$ cat src/hdl/jci_defs.svh
// constants for the configuration instruction controller
`ifndef JCI_DEFS_SVH
`define JCI_DEFS_SVH

// instruction register
`define JCI_IR_W              8
`define JCI_IR_CAPTURE        8'h01
`define JCI_INSTR_BYPASS      8'hFF
`define JCI_INSTR_SIG_PROGRAM 8'h1A
`define JCI_INSTR_VERIFY_INCR 8'h2A
`define JCI_INSTR_SIG_READ    8'h17
`define JCI_INSTR_PROG_ENABLE 8'hC6
`define JCI_INSTR_PROG_DISABLE 8'h1E
`define JCI_INSTR_DONE_CLEAR  8'h24
`define JCI_INSTR_DONE_SET    8'h2F
`define JCI_INSTR_SEQ_RESET   8'h22
`define JCI_INSTR_IN1_CLEAR   8'h12
`define JCI_INSTR_IN1_SET     8'h13
`define JCI_INSTR_SAFE_OUT    8'h18

// widths
`define JCI_SIG_W             16
`define JCI_COL_W             16
`define JCI_ADDR_W            8
`define JCI_OD_N              14
`define JCI_HV_N              2

// reset values and the address step
`define JCI_DONE_INIT         1'b1
`define JCI_SIG_INIT          16'h0000
`define JCI_ADDR_ONE          8'h01

`endif

$ cat src/hdl/jci_pkg.sv
// types shared by the configuration instruction controller
`include "jci_defs.svh"

package jci_pkg;

  // tap controller states, standard encoding
  typedef enum logic [3:0] {
    JCI_EX2DR = 4'h0, JCI_EX1DR = 4'h1, JCI_SHDR  = 4'h2, JCI_PDR   = 4'h3,
    JCI_SELDR = 4'h7, JCI_UPDR  = 4'h5, JCI_CAPDR = 4'h6, JCI_SELIR = 4'h4,
    JCI_EX2IR = 4'h8, JCI_EX1IR = 4'h9, JCI_SHIR  = 4'hA, JCI_PIR   = 4'hB,
    JCI_RTI   = 4'hC, JCI_UPIR  = 4'hD, JCI_CAPIR = 4'hE, JCI_TLR   = 4'hF
  } jci_tap_type;

  // sampled link pins
  typedef struct packed {
    logic tck;
    logic tms;
    logic tdi;
  } jci_pins_type;

  // tap submodule state
  typedef struct packed {
    jci_tap_type tap;
  } jci_tap_state_type;

  // controller state
  typedef struct packed {
    jci_pins_type                pinS1;
    jci_pins_type                pinS2;
    jci_pins_type                pinS3;
    logic                        in1S1;
    logic                        in1S2;
    logic [`JCI_IR_W-1:0]        ir;
    logic [`JCI_IR_W-1:0]        irShift;
    logic [`JCI_SIG_W-1:0]       sigShift;
    logic [`JCI_SIG_W-1:0]       sigStore;
    logic [`JCI_COL_W-1:0]       colShift;
    logic                        bypass;
    logic [`JCI_ADDR_W-1:0]      addr;
    logic                        progMode;
    logic                        doneFlag;
    logic                        in1Bit;
    logic                        safe;
    logic                        seqReset;
    logic                        sigWrite;
    logic                        tdo;
    logic                        tdoEn;
    logic [`JCI_OD_N-1:0]        odOe;
    logic [`JCI_HV_N-1:0]        hvOut;
    logic                        seqIn1;
  } jci_ctrl_state_type;

endpackage

$ cat src/hdl/jci_tap.sv
// tap state machine advanced on sampled tck rising edges
`timescale 1ns/1ps
`default_nettype none

module jci_tap
  import jci_pkg::*;
(
  input  wire logic        clk,
  input  wire logic        rst,
  input  wire logic        tckRise,
  input  wire logic        tms,
  output jci_tap_type      tapState
);

  jci_tap_state_type q;
  jci_tap_state_type next_q;

  // next tap state from tms
  always_comb begin
    next_q = q;
    if (tckRise) begin
      unique case (q.tap)
        JCI_TLR:   next_q.tap = tms ? JCI_TLR   : JCI_RTI;
        JCI_RTI:   next_q.tap = tms ? JCI_SELDR : JCI_RTI;
        JCI_SELDR: next_q.tap = tms ? JCI_SELIR : JCI_CAPDR;
        JCI_CAPDR: next_q.tap = tms ? JCI_EX1DR : JCI_SHDR;
        JCI_SHDR:  next_q.tap = tms ? JCI_EX1DR : JCI_SHDR;
        JCI_EX1DR: next_q.tap = tms ? JCI_UPDR  : JCI_PDR;
        JCI_PDR:   next_q.tap = tms ? JCI_EX2DR : JCI_PDR;
        JCI_EX2DR: next_q.tap = tms ? JCI_UPDR  : JCI_SHDR;
        JCI_UPDR:  next_q.tap = tms ? JCI_SELDR : JCI_RTI;
        JCI_SELIR: next_q.tap = tms ? JCI_TLR   : JCI_CAPIR;
        JCI_CAPIR: next_q.tap = tms ? JCI_EX1IR : JCI_SHIR;
        JCI_SHIR:  next_q.tap = tms ? JCI_EX1IR : JCI_SHIR;
        JCI_EX1IR: next_q.tap = tms ? JCI_UPIR  : JCI_PIR;
        JCI_PIR:   next_q.tap = tms ? JCI_EX2IR : JCI_PIR;
        JCI_EX2IR: next_q.tap = tms ? JCI_UPIR  : JCI_SHIR;
        JCI_UPIR:  next_q.tap = tms ? JCI_SELDR : JCI_RTI;
      endcase
    end
  end

  // state register
  always_ff @(posedge clk) begin
    if (rst) begin
      q.tap <= JCI_TLR;
    end else begin
      q <= next_q;
    end
  end

  assign tapState = q.tap;

endmodule // jci_tap

`default_nettype wire

$ cat src/hdl/jci_ctrl.sv
// configuration and sequencer instruction controller behind the test port
`timescale 1ns/1ps
`default_nettype none

`include "jci_defs.svh"

module jci_ctrl
  import jci_pkg::*;
(
  input  wire logic                   clk,
  input  wire logic                   rst,
  input  wire logic                   tck,
  input  wire logic                   tms,
  input  wire logic                   tdi,
  output logic                        tdo,
  output logic                        tdoEnable,
  input  wire logic                   in1Pin,
  input  wire logic                   in1FromPort,
  input  wire logic [`JCI_COL_W-1:0]  arrayColumn,
  output logic [`JCI_ADDR_W-1:0]      arrayAddr,
  input  wire logic [`JCI_OD_N-1:0]   macroPullLow,
  input  wire logic [`JCI_HV_N-1:0]   macroGateOn,
  output logic [`JCI_OD_N-1:0]        odOutEnable,
  output logic [`JCI_HV_N-1:0]        hvGateOut,
  output logic                        sequencerInputOne,
  output logic                        sequencerEnable,
  output logic                        sequenceReset,
  output logic                        programMode,
  output logic                        signatureWrite,
  output logic [`JCI_SIG_W-1:0]       userSignature
);

  jci_ctrl_state_type q;
  jci_ctrl_state_type next_q;
  jci_tap_type        tapState;
  logic               tckRise;
  logic               tckFall;

  // instructions that put the outputs in the safe state
  function automatic logic forcesSafe(input logic [`JCI_IR_W-1:0] op);
    forcesSafe = (op == `JCI_INSTR_SIG_PROGRAM) ||
                 (op == `JCI_INSTR_PROG_ENABLE) ||
                 (op == `JCI_INSTR_SAFE_OUT);
  endfunction

  // instructions that put the signature register on the scan path
  function automatic logic usesSig(input logic [`JCI_IR_W-1:0] op);
    usesSig = (op == `JCI_INSTR_SIG_READ) || (op == `JCI_INSTR_SIG_PROGRAM);
  endfunction

  // instructions that put the column register on the scan path
  function automatic logic usesCol(input logic [`JCI_IR_W-1:0] op);
    usesCol = (op == `JCI_INSTR_VERIFY_INCR);
  endfunction

  // edges of the synchronised tck, read after the second stage
  assign tckRise = q.pinS2.tck & ~q.pinS3.tck;
  assign tckFall = ~q.pinS2.tck & q.pinS3.tck;

  jci_tap u_tap (
    .clk      (clk),
    .rst      (rst),
    .tckRise  (tckRise),
    .tms      (q.pinS2.tms),
    .tapState (tapState)
  );

  // next state
  always_comb begin
    next_q          = q;

    // two-flop synchronisers, third tck stage only for edge finding
    next_q.pinS1    = '{tck: tck, tms: tms, tdi: tdi};
    next_q.pinS2    = q.pinS1;
    next_q.pinS3    = q.pinS2;
    next_q.in1S1    = in1Pin;
    next_q.in1S2    = q.in1S1;

    // strobes last one clock unless set again below
    next_q.seqReset = 1'b0;
    next_q.sigWrite = 1'b0;

    // capture and shift on tck rise
    if (tckRise) begin
      unique case (tapState)
        JCI_CAPIR: next_q.irShift = `JCI_IR_CAPTURE;
        JCI_SHIR:  next_q.irShift = {q.pinS2.tdi, q.irShift[`JCI_IR_W-1:1]};
        JCI_CAPDR: begin
          // unknown codes act as bypass, so their one-bit path captures too
          if (!usesSig(q.ir) && !usesCol(q.ir)) begin
            next_q.bypass = 1'b0;
          end
        end
        JCI_SHDR: begin
          if (usesSig(q.ir)) begin
            next_q.sigShift = {q.pinS2.tdi, q.sigShift[`JCI_SIG_W-1:1]};
          end else if (usesCol(q.ir)) begin
            next_q.colShift = {q.pinS2.tdi, q.colShift[`JCI_COL_W-1:1]};
          end else begin
            next_q.bypass = q.pinS2.tdi;
          end
        end
        default: begin
        end
      endcase
    end

    // tdo changes on tck fall, driven only while shifting
    if (tckFall) begin
      next_q.tdoEn = (tapState == JCI_SHIR) || (tapState == JCI_SHDR);
      if (tapState == JCI_SHIR) begin
        next_q.tdo = q.irShift[0];
      end else if (usesSig(q.ir)) begin
        next_q.tdo = q.sigShift[0];
      end else if (usesCol(q.ir)) begin
        next_q.tdo = q.colShift[0];
      end else begin
        next_q.tdo = q.bypass;
      end
    end

    // instruction takes effect at update-ir
    if (tckFall && tapState == JCI_UPIR) begin
      next_q.ir = q.irShift;
      unique case (q.irShift)
        `JCI_INSTR_SIG_PROGRAM: begin
          if (q.progMode) begin
            next_q.sigStore = q.sigShift;
            next_q.sigWrite = 1'b1;
          end
        end
        `JCI_INSTR_SIG_READ: begin
          // the store is copied so a read scan can show it
          next_q.sigShift = q.sigStore;
        end
        `JCI_INSTR_VERIFY_INCR: begin
          next_q.colShift = arrayColumn;
          next_q.addr     = q.addr + `JCI_ADDR_ONE;
        end
        `JCI_INSTR_PROG_ENABLE:  next_q.progMode = 1'b1;
        `JCI_INSTR_PROG_DISABLE: next_q.progMode = 1'b0;
        `JCI_INSTR_DONE_CLEAR:   next_q.doneFlag = 1'b0;
        `JCI_INSTR_DONE_SET:     next_q.doneFlag = 1'b1;
        `JCI_INSTR_SEQ_RESET:    next_q.seqReset = 1'b1;
        `JCI_INSTR_IN1_CLEAR:    next_q.in1Bit   = 1'b0;
        `JCI_INSTR_IN1_SET:      next_q.in1Bit   = 1'b1;
        default: begin
        end
      endcase
    end

    // test-logic-reset drops programming mode and selects bypass
    if (tapState == JCI_TLR) begin
      next_q.progMode = 1'b0;
      next_q.ir       = `JCI_INSTR_BYPASS;
      next_q.tdoEn    = 1'b0;
    end

    // safe output state follows the loaded instruction
    next_q.safe = forcesSafe(q.ir);
    // a reset strobe also drops the outputs for one clock
    if (q.safe || q.seqReset) begin
      next_q.odOe  = '0;
      next_q.hvOut = '0;
    end else begin
      next_q.odOe  = macroPullLow;
      next_q.hvOut = macroGateOn;
    end

    // input one source select
    next_q.seqIn1 = in1FromPort ? q.in1Bit : q.in1S2;
  end

  // state register
  always_ff @(posedge clk) begin
    if (rst) begin
      q          <= '0;
      q.pinS1.tck <= 1'b0;
      q.ir       <= `JCI_INSTR_BYPASS;
      // done flag and store stand for their non-volatile contents
      q.doneFlag <= `JCI_DONE_INIT;
      q.sigStore <= `JCI_SIG_INIT;
    end else begin
      q <= next_q;
    end
  end

  // outputs from flip-flops
  assign tdo               = q.tdo;
  assign tdoEnable         = q.tdoEn;
  assign arrayAddr         = q.addr;
  assign odOutEnable       = q.odOe;
  assign hvGateOut         = q.hvOut;
  assign sequencerInputOne = q.seqIn1;
  assign sequencerEnable   = q.doneFlag;
  assign sequenceReset     = q.seqReset;
  assign programMode       = q.progMode;
  assign signatureWrite    = q.sigWrite;
  assign userSignature     = q.sigStore;

endmodule // jci_ctrl

`default_nettype wire

$ cat config.mk
export PLATFORM = sky130hd
export DESIGN_NAME = jci_ctrl
export DESIGN_NICKNAME = d
export VERILOG_FILES = /design/src/hdl/jci_pkg.sv /design/src/hdl/jci_tap.sv /design/src/hdl/jci_ctrl.sv
export VERILOG_INCLUDE_DIRS = /design/src /design/src/hdl
export SDC_FILE = /design/constraint.sdc
export NUM_CORES = 1
export LEC_CHECK = 0
export BUFFER_PORTS_ARGS = -buffer_cell sky130_fd_sc_hd__buf_4
export CAP_MARGIN = 40
export CORE_MARGIN = 8
export CORE_UTILIZATION = 45
export CTS_BUF_LIST = sky130_fd_sc_hd__clkbuf_16
export DETAILED_ROUTE_END_ITERATION = 10
export PLACE_DENSITY = 0.66
export SYNTH_ARGS = -nofsm -noshare
export SYNTH_HDL_FRONTEND = slang
export SYNTH_SLANG_ARGS = --single-unit
$ cat constraint.sdc
create_clock -name clk -period 2.1 [get_ports clk]
set_clock_uncertainty 0.05 [all_clocks]
set_input_delay 0.21 -clock clk [delete_from_list [all_inputs] [get_ports clk]]
set_output_delay 0.21 -clock clk [all_outputs]
set_load 0.02 [all_outputs]
After elaboration in Yosys (flattened, before gate mapping) --
Cells that the tools add are included.
Word-level totals: output and inout bits 47, word-level logic and storage cells 135, input bits 39, register bits 111
Operators by class: mux-type cells 38, eq/ne operators 33, $add $sub $neg 1, reductions and logical operators 29, bitwise operators 6
Operators with widths (number):
- 2-to-1 mux 16 bit | 9
- == test 8 x 5 -> 1 bit, second input constant | 8
- 2-to-1 mux 48 bit | 1
- case mux 4 bit (12 select lines) | 1
- == test 8 x 6 -> 1 bit, second input constant | 5
- 2-to-1 mux 17 bit | 2
- == test 4 bit, second input constant | 8
- == test 4 x 3 -> 1 bit, second input constant | 4
- == test 8 bit, second input constant | 2
- case mux 8 bit (2 select lines) | 1
- 2-to-1 mux 2 bit | 6
- 2-to-1 mux 3 bit | 4
- AND reduction 2 bit | 5
- nonzero test 2 bit | 5
- OR reduction 2 bit | 5
- 2-to-1 mux 1 bit | 9
- adder 8 x 1 -> 8 bit, second input constant | 1
- == test 4 x 2 -> 1 bit, second input constant | 2
- case mux 1 bit (2 select lines) | 4
- != test 2 bit, second input constant | 3
- OR reduction 3 bit | 2
- logical OR 1 bit | 5
- AND reduction 5 bit | 1
- == test 4 x 1 -> 1 bit, second input constant | 1
- 7 further kinds | 13

Logic depth before layout (Yosys ltp) --
word-level depth 9, depth in mapped cells 9, mapped depth without buffers 4

By module --
A second synthesis with hierarchy kept.
Second synthesis, totals: cell total of the unflattened synthesis 547, area, all modules 4903.5 sq um
By module, submodules not included:
- jci_ctrl | seq. area each 2142.1 sq um, cells an instance 522, area an instance 4679.5 sq um, instances 1
- jci_tap | seq. area each 80.1 sq um, cells an instance 25, area an instance 224.0 sq um, instances 1

Least setup slack after synthesis --
Ideal clock, no wire load.
path kind register to register, start reg u_tap.q, in the netlist u_tap.tapState[0], end reg q[70] in the netlist's numbering, setup slack 0.295 ns, setup time 0.063 ns, data required time 1.987 ns, stages on the path, launching flop included 9, period minus slack after synthesis 1.805 ns, data arrival time 1.692 ns, path buffers 4, path through dfxtp_1 > buf_6 > and4b_4 > buf_6 > and4_4 > buf_6 > buf_6 > or4_1 > nand3_1
On the way: word-level cells in the longest chain between the ends 5, elaborated cells between the ends (all ways) 7, those cells by class 2 x eq/ne; 4 x mux; 1 x reduce/logical
RTL lines:
- start: declaration | RTL line jci_tap.sv:15 | jci_tap_state_type q;
- start signal: assignment | RTL line jci_tap.sv:48 | q <= next_q;
- == test 4 x 2 -> 1 bit | RTL line jci_ctrl.sv:85 | unique case (tapState)
- 2-to-1 mux 16 bit | RTL line jci_ctrl.sv:85
- 2-to-1 mux 16 bit | RTL line jci_ctrl.sv:84 | if (tckRise) begin
- 2-to-1 mux 16 bit | RTL line jci_ctrl.sv:125 | unique case (q.irShift)
- 2-to-1 mux 48 bit (*) | RTL line jci_ctrl.sv:123 | if (tckFall && tapState == JCI_UPIR) begin
- end signal: assignment | RTL line jci_ctrl.sv:184 | q <= next_q;
- end: declaration | RTL line jci_ctrl.sv:33 | jci_ctrl_state_type q;
Mark *: on every way between the ends. The rest lies on a longest branch, timed or not. A chain may end at the register's enable or synchronous reset.

Worst setup path after layout --
start reg q[94] in the netlist's numbering, end reg q[68] in the netlist's numbering
On the way: word-level cells in the longest chain between the ends 7, elaborated cells between the ends (all ways) 8, those cells by class 2 x eq/ne; 5 x mux; 1 x reduce/logical
RTL lines:
- == test 8 x 5 -> 1 bit (no line)
- logical OR 1 bit (*) | RTL line jci_ctrl.sv:48 | usesSig = (op == `JCI_INSTR_SIG_READ) || (op == `JCI_INSTR_SIG_PROGRAM);
- 2-to-1 mux 16 bit (*) | RTL line jci_ctrl.sv:95 | if (usesSig(q.ir)) begin
- 2-to-1 mux 16 bit (*) | RTL line jci_ctrl.sv:85
- 2-to-1 mux 16 bit (*) | RTL line jci_ctrl.sv:84
- 2-to-1 mux 16 bit | RTL line jci_ctrl.sv:125
- 2-to-1 mux 48 bit (*) | RTL line jci_ctrl.sv:123
Marked as above.

==> results by group <==
Outcome
  – Status: finished, final reports clean

Synthesis
  – Post-synth EDFFs: 0
  – Synth warnings: 0
  – Cell taking the most area after synthesis: dfxtp_1
  – Post-Synthesis Cells: 563
  – Mapped Area: 0.00503 mm^2
  – Post-synthesis cell type count: 57
  – Ranking of synthesized cells by area: dfxtp_1 44%, buf_4 6.1%, nand3_1 5.9%
  – Top-area cell type share of the netlist area: 0.442
  – Async SR Flop Fraction: 0
  – Sequential area share after synthesis: 0.442
  – Syn avg cell area: 8.94 um^2
  – Post-Syn Nets: 603
  – Yosys reg bits: 111
  – Ys flop type: dfxtp_1

Floorplan
  – CORE AREA: 0.0109 mm^2
  – DIE HEIGHT: 122 um
  – Die Span X: 122 um
  – Die Footprint: 0.0148 mm^2
  – Rows: 38
  – Initial Util: 0.462
  – Top-level I/O count: 86

Worst setup path
  – Required @ worst endpoint: 2.35 ns
  – Crit Path Max Fanout: 19
  – Crit path arrival time: 2.20 ns
  – R2R depth: 5
  – Slowest stage delay, CP: 0.49 ns
  – Crit path max-delay family: simple AND/OR/NAND/NOR gates
  – Worst setup EP type: flop
  – Total stage count of the critical path: 5
  – Critical path's slowest cell: or4_1
  – Crit path kind: reg -> reg
  – Crit path buf inv count: 1
  – CP startpoint kind: flop
  – CP Cell Sequence: nor3b_2, o2111ai_1, buf_4, or4_1, nand3_1

Timing
  – Tcrit/Tclk final: 0.929
  – Final setup violation count: 0
  – Fmax: 0.513 GHz
  – Fin Setup TNS: 0 ns
  – Rel. slew slack: 0.612
  – RSZ-0062 raised after global routing: false
  – Final Slew Violations: 0
  – Final-report hold violation count: 0
  – Min cycle time layout: 1.95 ns
  – Worst Tran Pin Value: 0.581 ns

Clock tree
  – Htree depth: 3
  – CTS tree: built
  – Clock latency on the worst-skew pair: 0.36 ns
  – Sink Count: 111
  – Post_cts resized: 0
  – Clock slew at reported path FFs: 0.08 ns
  – CTS Buffer Depth: 2
  – Root Buffer: clkbuf_16
  – CTS Buf Count: 9

GRT
  – Initial antenna violation count: 0
  – Vias in the first global route: 4030
  – Largest net degree at the start of global routing: 36
  – Overflow after GRT: 0
  – First-pass GRT wire length: 20000 um
  – All-Layer GR Usage: 0.168

Pwr
  – Worst vdd ir: 685 uV
  – Leak: 2.48 nW
  – Cell Pwr Density: 706 mW/mm^2

Detailed routing
  – First-pass iteration count of the detailed router: 5
  – Routed Antenna Nets: 0
  – DRC violations left: 0
  – Final WL: 12200 um
  – Drt via density: 5.50
  – Via count: 4170
  – Avg WL per Cell: 16.1 um
  – 1st-iter DRT viols: 301

Layout
  – Final Non-Filler Cells: 758
  – Layout Nets: 653
  – Commonest cells after routing, fill and taps aside: 111 x dfxtp_1, 109 x buf_4, 59 x nand3_1
  – Share of cells above drive strength 1: 0.223
  – Core Util, Final: 0.549
  – Number of diodes: 0
  – P&R area growth vs syn: 18.9%
  – FILL cells: 963
  – Commonest non-fill, non-tap cell in the layout: dfxtp_1

Min path
  – Worst Hold Class: in -> reg
  – Hold-critical path depth: 2

Placement
  – Hpwl dp: 8500 um
  – Final Wtd Congestion: 0.901
  – Placed Cells incl. Taps: 729
  – IO buf count: 85

Flow run
  – Number of max-cap violations: 0
## cells in the mapped netlist (all sizes together) (2+ instances only)
library cell / instances
o31ai: 4
or4: 14
inv: 6
a22oi: 7
nand2b: 2
o21ai: 43
buf: 52
o211ai: 6
o21a: 2
nor2: 14
mux2i: 20
a21oi: 47
nor3b: 4
and2: 19
nor4bb: 2
dfxtp: 111
o2111ai: 11
nor4b: 3
nor3: 6
a221o: 6
nor2b: 14
and4: 2
clkbuf: 32
a31oi: 2
xor2: 2
nand4b: 3
or3: 3
and3: 12
and4b: 2
nand2: 29
nor4: 2
nand4: 7
nand3: 59
## final timing paths
path	from	endpoint	slack, ns
hold reg to reg	next_q[104]$_SDFF_PP0_	next_q[101]$_SDFF_PP0_	0.39
setup reg to reg	q[94]$_SDFFE_PP1P_	q[68]$_SDFF_PP0_	0.15
setup / recovery	q[94]$_SDFFE_PP1P_	q[68]$_SDFF_PP0_	0.15
hold / removal	tck	next_q[105]$_SDFF_PP0_	0.02
## flip-flops by register name, indices dropped and copies added (netlist names)
name	count
sequencerInputOne	1
odOutEnable	14
signatureWrite	1
userSignature	16
arrayAddr	8
next_q	7
tdo	1
q	53
tdoEnable	1
programMode	1
hvGateOut	2
u_tap.tapState	4
sequencerEnable	1
sequenceReset	1
## repair_timing
| item | CTS | global route |
|---|---|---|
| hold buffers | 12 | 1 |
| endpoints found under the hold margin | 12 | 1 |
| buffers inserted | 0 | 0 |
## routing by layer
| metal | vias to the layer above | track usage | wire, um |
|---|---|---|---|
| met5 | - | 0 | 0 |
| met4 | 0 | 0.0594 | 92 |
| met3 | 6 | 0.0574 | 694 |
| met2 | 93 | 0.280 | 6140 |
| met1 | 1960 | 0.198 | 5310 |
| li1 | 2111 | - | - |
## power by group
group          leakage (nW)  internal [W]  total [W]  switching, W
sequential            0.901       0.00213    0.00215     0.0000167
combinational          1.43      0.000133   0.000261      0.000128
clock                 0.148       0.00104    0.00181      0.000776
## stage by stage
stage / hold WS [ns] / total power, W / setup slack, ns / area [um^2]
2_1_floorplan: 0.282 / 0.00235 / 0.295 / 5030
3_3_place_gp: 0.361 / 0.00244 / 0.171 / 5540
3_5_place_dp: 0.365 / 0.00244 / 0.175 / 5540
4_1_cts: 0.000241 / 0.00427 / 0.147 / 5970
5_1_grt: 0.000763 / 0.00437 / 0.0186 / 5980
6_report: 0.0157 / 0.00422 / 0.149 / 5980
## final cells by class
class	count	area (um^2)	share of cell area
Clock buffer	9	225	0.0377
Clock inverter	7	87.6	0.0146
Inverter	6	22.5	0.00377
Multi-Input combinational cell	362	2280	0.381
Sequential cell	111	2220	0.372
Tap cell	140	175	0.0293
Timing Repair Buffer	123	968	0.162
## cells by family after synthesis
kind of cell / after synthesis / synth area share
buffers and inverters: 90 / 0.105
AO/OA/AOI/OAI: 137 / 0.168
adder cells (fa/ha/maj): 1 / 0.00249
multiplexers: 21 / 0.0420
flip-flops: 111 / 0.442
XOR/XNOR: 2 / 0.00348
AND/OR/NAND/NOR: 201 / 0.237
Note: power is estimated with default switching activity, not from simulation.
